<file path="config.mk">
export PLATFORM = sky130hd
export DESIGN_NAME = uart_modem_line_outputs
export DESIGN_NICKNAME = d
export VERILOG_FILES = /design/src/core/uart_modem_line_pkg.sv /design/src/core/uart_modem_line_outputs.sv /design/src/core/pin_sync.sv
export VERILOG_INCLUDE_DIRS = /design/src /design/src/core
export SDC_FILE = /design/constraint.sdc
export NUM_CORES = 1
export LEC_CHECK = 0
export BUFFER_PORTS_ARGS = -buffer_cell sky130_fd_sc_hd__buf_2
export CAP_MARGIN = 20
export CORE_AREA = 2 2 39 41
export CTS_BUF_LIST = sky130_fd_sc_hd__clkbuf_4 sky130_fd_sc_hd__clkbuf_8
export CTS_CLUSTER_DIAMETER = 200
export CTS_CLUSTER_SIZE = 25
export DETAILED_ROUTE_END_ITERATION = 8
export DIE_AREA = 0 0 41 43
export GPL_TIMING_DRIVEN = 0
export PLACE_DENSITY = 0.86
export SLEW_MARGIN = 20
export SYNTH_ARGS = -nofsm -noshare
export SYNTH_HDL_FRONTEND = slang
export SYNTH_SLANG_ARGS = --single-unit
</file>
<file path="constraint.sdc">
create_clock -name clk_i -period 1.15 [get_ports clk_i]
set_input_delay 0.0575 -clock clk_i [delete_from_list [all_inputs] [get_ports clk_i]]
set_output_delay 0.0575 -clock clk_i [all_outputs]
set_load 0.005 [all_outputs]
</file>
<file path="src/core/uart_modem_line_params.svh">
// Constants for the modem line output block.
// Assumes inclusion by bare name from the package and design files.
`ifndef UART_MODEM_LINE_PARAMS_SVH
`define UART_MODEM_LINE_PARAMS_SVH
`define NUM_CHANNELS      2
`define MCR_WIDTH         8
`define MCR_RTS_BIT       1
`define MCR_LOOP_BIT      4
`define RTS_INACTIVE      1'b1
`define TX_MARK           1'b1
`define STRAP_XT          1'b1
`endif

</file>
<file path="src/core/uart_modem_line_pkg.sv">
// Types shared by the modem line output block.
// Assumes the params header is on the include path.
`include "uart_modem_line_params.svh"
package uart_modem_line_pkg;
  // Bus mode captured from the strap
  typedef enum logic [0:0] {
    MODE_AT = 1'b0,
    MODE_XT = 1'b1
  } bus_mode_t;
endpackage : uart_modem_line_pkg

</file>
<file path="src/core/uart_modem_line_outputs.sv">
// Modem line outputs for two serial channels: request-to-send and
// serial transmit levels, plus the receive input path.
// Assumes the UART core supplies modem control bits and transmit data
// on clk_i, and that pins arrive asynchronously.
// Notes on behaviour
// RTS pin low when control bit 1 set
// Reset forces RTS inactive high
// Loop with XT strap holds RTS inactive
// Loop with AT strap RTS follows bit
// Transmit line marks after reset
// Serial input pin feeds the receiver
// Strap sampled at reset selects XT/AT
// Strap captured at release, then frozen
module uart_modem_line_outputs
  import uart_modem_line_pkg::*;
#(
  parameter int NCH = `NUM_CHANNELS  // Number of serial channels
) (
  input  wire logic                  clk_i,
  input  wire logic                  resetn_i,
  input  wire logic                  ce_i,
  input  wire logic                  bus_mode_strap_i,
  input  wire logic [NCH*`MCR_WIDTH-1:0] modem_ctrl_i,
  input  wire logic [NCH-1:0]        tx_active_i,
  input  wire logic [NCH-1:0]        tx_data_i,
  input  wire logic [NCH-1:0]        serial_rx_in_i,
  output logic      [NCH-1:0]        rts_n_o,
  output logic      [NCH-1:0]        serial_tx_out_o,
  output logic      [NCH-1:0]        rx_data_o,
  output logic                       xt_mode_o
);

  // Block's own registered state in one struct; the synchronisers hold theirs
  typedef struct packed {
    logic      captured;          // Strap already taken since reset
    bus_mode_t mode;              // Frozen bus mode
    logic [NCH-1:0] rts_n;        // Registered request-to-send pins
    logic [NCH-1:0] tx;           // Registered transmit pins
  } line_state_t;

  line_state_t st;
  line_state_t next_st;
  logic        strap_sync;        // Synchronised strap level
  logic [NCH-1:0] rx_sync;        // Synchronised receive pins

  // Strap is a pin, so synchronise before use. This synchroniser is kept
  // out of reset on purpose: it must keep sampling the strap while reset
  // is asserted, or the release edge would only ever see AT mode.
  pin_sync u_strap_sync (
    .clk_i    (clk_i),
    .resetn_i (1'b1),
    .ce_i     (ce_i),
    .d_i      (bus_mode_strap_i),
    .q_o      (strap_sync)
  );

  // One synchroniser per receive pin
  genvar g;
  generate
    for (g = 0; g < NCH; g++) begin : g_rx
      pin_sync u_rx_sync (
        .clk_i    (clk_i),
        .resetn_i (resetn_i),
        .ce_i     (ce_i),
        .d_i      (serial_rx_in_i[g]),
        .q_o      (rx_sync[g])
      );
    end
  endgenerate

  // Receiver sees the cleaned input
  assign rx_data_o = rx_sync;

  // Next state: strap capture and pin levels
  always_comb begin
    logic ctl_rts;
    logic ctl_loop;
    ctl_rts  = 1'b0;
    ctl_loop = 1'b0;
    next_st  = st;
    // On the release edge the strap synchroniser still holds the level
    // the strap had late in reset; take it once, then freeze it.
    if (!st.captured) begin
      next_st.captured = 1'b1;
      next_st.mode     = (strap_sync == `STRAP_XT) ? MODE_XT : MODE_AT;
    end
    for (int c = 0; c < NCH; c++) begin
      ctl_rts  = modem_ctrl_i[c*`MCR_WIDTH + `MCR_RTS_BIT];
      ctl_loop = modem_ctrl_i[c*`MCR_WIDTH + `MCR_LOOP_BIT];
      // Mode being captured, so the first cycle after release is right too
      if (ctl_loop && next_st.mode == MODE_XT) begin
        next_st.rts_n[c] = `RTS_INACTIVE;
      end else begin
        next_st.rts_n[c] = ~ctl_rts;
      end
      // Idle at mark until the transmitter starts
      next_st.tx[c] = tx_active_i[c] ? tx_data_i[c] : `TX_MARK;
    end
  end

  // Register state; reset sets pins inactive and marking
  always_ff @(posedge clk_i) begin
    if (!resetn_i) begin
      st.captured <= 1'b0;
      st.mode     <= MODE_AT;
      st.rts_n    <= {NCH{`RTS_INACTIVE}};
      st.tx       <= {NCH{`TX_MARK}};
    end else if (ce_i) begin
      st <= next_st;
    end
  end

  assign rts_n_o         = st.rts_n;
  assign serial_tx_out_o = st.tx;
  assign xt_mode_o       = (st.mode == MODE_XT);

  // Checks on channel 0, reset checks on every channel, and strap handling
  property p_rts_follows;
    @(posedge clk_i) disable iff (!resetn_i)
      ce_i && st.captured && !(modem_ctrl_i[`MCR_LOOP_BIT] && st.mode == MODE_XT)
      |=> rts_n_o[0] == ~$past(modem_ctrl_i[`MCR_RTS_BIT]);
  endproperty
  a_rts_follows: assert property (p_rts_follows) else $error("RTS not following bit");

  property p_reset_rts;
    @(posedge clk_i) !resetn_i |=> rts_n_o == {NCH{`RTS_INACTIVE}};
  endproperty
  a_reset_rts: assert property (p_reset_rts) else $error("RTS not high after reset");

  property p_loop_xt;
    @(posedge clk_i) disable iff (!resetn_i)
      ce_i && st.captured && modem_ctrl_i[`MCR_LOOP_BIT] && st.mode == MODE_XT |=> rts_n_o[0];
  endproperty
  a_loop_xt: assert property (p_loop_xt) else $error("RTS driven in XT loop");

  property p_loop_at;
    @(posedge clk_i) disable iff (!resetn_i)
      ce_i && st.captured && modem_ctrl_i[`MCR_LOOP_BIT] && st.mode == MODE_AT
      |=> rts_n_o[0] == ~$past(modem_ctrl_i[`MCR_RTS_BIT]);
  endproperty
  a_loop_at: assert property (p_loop_at) else $error("RTS wrong in AT loop");

  property p_tx_mark;
    @(posedge clk_i) !resetn_i |=> serial_tx_out_o == {NCH{`TX_MARK}};
  endproperty
  a_tx_mark: assert property (p_tx_mark) else $error("Transmit not marking");

  property p_rx_path;
    @(posedge clk_i) disable iff (!resetn_i)
      // Both stages must have shifted, out of reset, before comparing
      $past(ce_i) && $past(ce_i, 2) && $past(resetn_i) && $past(resetn_i, 2)
      |-> rx_data_o[0] == $past(serial_rx_in_i[0], 2);
  endproperty
  a_rx_path: assert property (p_rx_path) else $error("Receive path delay wrong");

  property p_mode_capture;
    @(posedge clk_i) disable iff (!resetn_i)
      ce_i && !st.captured |=> xt_mode_o == $past(strap_sync);
  endproperty
  a_mode_capture: assert property (p_mode_capture) else $error("Strap capture wrong");

  property p_mode_frozen;
    @(posedge clk_i) disable iff (!resetn_i)
      st.captured |=> $stable(xt_mode_o);
  endproperty
  a_mode_frozen: assert property (p_mode_frozen) else $error("Bus mode changed");

  c_xt_loop: cover property (@(posedge clk_i) xt_mode_o && modem_ctrl_i[`MCR_LOOP_BIT]);
  c_at_loop: cover property (@(posedge clk_i) !xt_mode_o && modem_ctrl_i[`MCR_LOOP_BIT]);
  c_rts_on:  cover property (@(posedge clk_i) !rts_n_o[0]);
  c_tx_run:  cover property (@(posedge clk_i) tx_active_i[1] && !serial_tx_out_o[1]);
endmodule : uart_modem_line_outputs

</file>
<file path="src/core/pin_sync.sv">
// Two flip-flop synchroniser for one pin.
// Assumes a single clock; the first stage is read only by the second.
module pin_sync (
  input  wire logic clk_i,
  input  wire logic resetn_i,
  input  wire logic ce_i,
  input  wire logic d_i,
  output logic      q_o
);
  // Both stages held in one packed struct
  typedef struct packed {
    logic s1;  // First stage, metastable
    logic s2;  // Second stage, safe to use
  } sync_state_t;

  sync_state_t st;
  sync_state_t next_st;

  // Shift the pin through two stages
  always_comb begin
    next_st    = st;
    next_st.s1 = d_i;
    next_st.s2 = st.s1;
  end

  // Register with synchronous reset and clock enable
  always_ff @(posedge clk_i) begin
    if (!resetn_i) begin
      st <= '0;
    end else if (ce_i) begin
      st <= next_st;
    end
  end

  assign q_o = st.s2;
endmodule : pin_sync

</file>
Word level (Yosys, flattened, before mapping)
Index checks and enable logic that the tools add are counted.
W data, S select, Z words.
{ "totals": {"reg_bits": 12, "inputBits": 26, "out_inout_bits": 7, "wordCells": 20} }
{ "op_classes": {"n_mux": 6, "n_bitwise": 2, "reduce_logical": 2} }
{ "ops": {"columns": ["op", "n"], "rows": [
  ["$mux W1", 6],
  ["$logic_and A1 B1 Y1", 2],
  ["$not A1 Y1", 2]
]} }

Longest topological paths before layout
{ "logic_depth": {"word_depth": 4, "mapped_depth": 4, "ltp_nobuf": 2} }

Cells and area by module
Synthesis repeated with hierarchy kept, for this count alone.
{ "unflattened": {"hier_cells": 49, "area_unflattened_um2": 531.8} }
{ "modules_own_cells": {"columns": ["module", "n_inst", "cells_each", "area_per_inst_um2", "seq_area_each_um2"], "rows": [
  ["uart_modem_line_outputs", 1, 31, 314.1, 120.1],
  ["pin_sync", 3, 6, 72.6, 40.0]
]} }

Worst setup path before layout
Ideal clock, no wire load.
{ "synth_path": {"path_kind": "register -> register", "startpoint": "reg st[5] (netlist bit)", "endpoint": "reg st, in the netlist xt_mode_o", "setup_time_ns": 0.129, "arrival_time_ns": 0.742, "t_required_ns": 1.021, "setup_slack_ns": 0.279, "stages_incl_launch_ff": 3, "path_buffers": 0, "period_less_slack_ns": 0.871, "cell_sequence": "dfxtp_1 > mux2i_1 > a21oi_1"} }
{ "synth_via": {"elab_chain_len": 1} }
{ "synth_lines": {"columns": ["element", "line_no", "rtl"], "rows": [
  ["start: declaration", "uart_modem_line_outputs.sv:41", "line_state_t st;"],
  ["start signal: assignment", "uart_modem_line_outputs.sv:109", "st <= next_st;"],
  ["$mux W1", "uart_modem_line_outputs.sv:83", "if (!st.captured) begin"]
]} }
Every way passes these cells.
A chain may end at the register's enable or synchronous reset.

Worst setup path in the final report
Same ends and word-level chain as after synthesis.

==> impl_metrics.json <==
{
  "grt_remaining_overflow": 0,
  "root_buffer": "clkbuf_4",
  "slew_headroom_pct": 74.1,
  "layout_common_cells": "buf_2 (21), dfxtp_1 (10), buf_4 (6), mux2i_1 (5), nor2b_1 (4)",
  "grt_max_degree": 11,
  "cts_made_buffers": 3,
  "synth_compound_area_share_pct": 11.7,
  "yosys_warnings": 0,
  "setup_violations": 0,
  "syn_area_um2": 557,
  "ys_seq_area_share_pct": 46.7,
  "clk_latency_ns": 0.26,
  "wl_per_cell_um": 9.53,
  "synth-simple-area-share_pct": 18.0,
  "skew_ns": 0.00294,
  "routabilityCongestion": 0.664,
  "place_inst": 83,
  "num_vias": 413,
  "synthCells": 47,
  "p_leak_nw": 0.343,
  "worstPathRequired_ns": 1.30,
  "synth_xor_area_share_pct": 0,
  "synth_cell_types": 18,
  "area_growth_pct": 29.9,
  "cp-end-kind": "register",
  "nFillCells": 133,
  "worst_slew_pin_slew_ns": 0.378,
  "drtAntennaViolNets": 0,
  "grt_first_pass_wirelength_um": 1290,
  "die_width_um": 41,
  "min_period_ns": 0.967,
  "hpwl_um": 658,
  "p_per_area_nw_per_um2": 1260,
  "nNetsFinal": 99,
  "clkSinkCount": 12,
  "io_buffers": 20,
  "start_kind": "register",
  "final_core_util_pct": 52.3,
  "hold_violations": 0,
  "cts_tree": "yes",
  "slew_viol_final": 0,
  "placedInstanceArea_um2": 677,
  "num_rows": 14,
  "path_class": "register to register",
  "yosys_register_bits": 12,
  "start_util_pct": 40.2,
  "syn-num-nets": 73,
  "grt_setup_unrepaired": "no",
  "die_height_um": 43,
  "dr.first_iter.drc_count": 0,
  "peakVddDrop_mv": 1.10,
  "diodes": 0,
  "antenna_found_initial": 0,
  "hold_path.class": "primary input to register",
  "fin_ws_ns": 0.183,
  "synth_top_family_by_area": "simple AND/OR/NAND/NOR gates",
  "layout_worst_path_cycle_share_pct": 84.1,
  "clockBufferDepth": 2,
  "drc": 0,
  "final_cell_area_um2": 723,
  "fin_cells": 88,
  "pin_count": 33,
  "coreArea_um2": 1380,
  "firstDrtPassIters": 1,
  "status": "complete, no violations",
  "grt_pass1_vias": 360,
  "cts_max_level": 1,
  "fmax_mhz": 1030,
  "layout-drive-gt1-share_pct": 59.7,
  "path_clk_slew_ns": 0.07,
  "final_common_cell": "buf_2",
  "gr-usage-all-layers_pct": 11.2,
  "avgViaCountPerCell": 4.69,
  "drv_cap": 0,
  "place_ws_ns": 0.197,
  "syn_avg_cell_area_um2": 11.8,
  "synth_fa_ha_area_share_pct": 0,
  "crit_fanout": 3,
  "tns_ns": 0,
  "cp_data_arrival_time_ns": 1.11,
  "die_area_um2": 1760,
  "postCtsSetupBuffers": 0,
  "routed_wl_um": 839,
  "synthMuxAreaShare_pct": 8.99
}
==> worst max-delay path: stages (launching register included) <==
cell,delay [ns]
dfxtp_1,0.35
mux2i_1,0.38
a21oi_1,0.12
==> stage by stage <==
step	hold WS [ns]	power, W
after floorplan	0.156	0.000555
after global placement	0.235	0.000596
after detailed placement	0.238	0.000601
after CTS	0.0267	0.000927
after global routing	0.0207	0.000956
final	0.0364	0.000912
==> report_power, final <==
| part | leakage, nW | switching [W] | total, W | internal, W |
|---|---|---|---|---|
| Combinational | 0.220 | 0.0000489 | 0.000127 | 0.0000776 |
| Sequential | 0.102 | 0.0000125 | 0.000465 | 0.000453 |
| Clock | 0.0210 | 0.000128 | 0.000320 | 0.000192 |
==> sequential cells by signal, indices dropped and copies added (netlist names) <==
signal and count:
g_rx.u_rx_sync.next_st 2, g_rx.u_rx_sync.q_o 2, rts_n_o 2, serial_tx_out_o 2, st 1, u_strap_sync.next_st 1, u_strap_sync.q_o 1, xt_mode_o 1
==> worst paths after layout <==
kind | start | to | slack (ns) | depth (start not counted)
hold reg to reg | u_strap_sync.next_st[0] | u_strap_sync.q_o | 0.42 | 0
hold / removal | ce_i | u_strap_sync.next_st[0] | 0.04 | 1
setup reg to reg | st[5] | xt_mode_o | 0.18 | 2
setup / recovery | st[5] | xt_mode_o | 0.18 | 2
==> synth_stat cells <==
cell type   n  area, um2
nor2_2      2       12.5
dfxtp_1    10        200
and3_2      2       15.0
o21ai_0     1       5.00
buf_4       6       45.0
edfxtp_1    2       60.1
and4b_2     2       22.5
nor2_1      2       7.51
buf_12      1       20.0
a21oi_1     1       5.00
mux2i_1     5       50.1
a221oi_2    2       30.0
buf_6       1       11.3
nor2b_1     4       25.0
buf_2       1       5.00
and3b_1     2       17.5
o21ai_2     2       17.5
o21a_1      1       7.51
==> cells by family (layout without fill, tap and decap cells) <==
family / after synthesis / after routing
buffers and inverters: 9 / 34
multiplexers: 5 / 5
AND/OR/NAND/NOR: 14 / 14
flip-flops: 12 / 12
AO/OA/AOI/OAI: 7 / 7
==> metal layers <==
layer	wire [um]	up-vias	GRT usage, %
li1	-	212	-
met4	10	0	6.00
met5	0	-	0
met2	379	19	16.9
met1	363	180	11.7
met3	86	2	6.28
==> cell type report <==
class                      count  area, um2  area share (%)
timing repair buffer          21        110            15.2
clock buffer                   4       36.3            5.02
buffer                         9       81.3            11.2
tap                           16       20.0            2.77
sequential                    12        260            36.0
multi-input combinational     26        215            29.8
==> repair_timing <==
| action | 4_1_cts | 5_1_grt |
|---|---|---|
| hold buffers | 1 | 0 |
| hold endpoints to repair | 1 | 0 |
| gates resized for setup | 0 | 0 |
No activity file was read; power rests on OpenSTA's default activity.
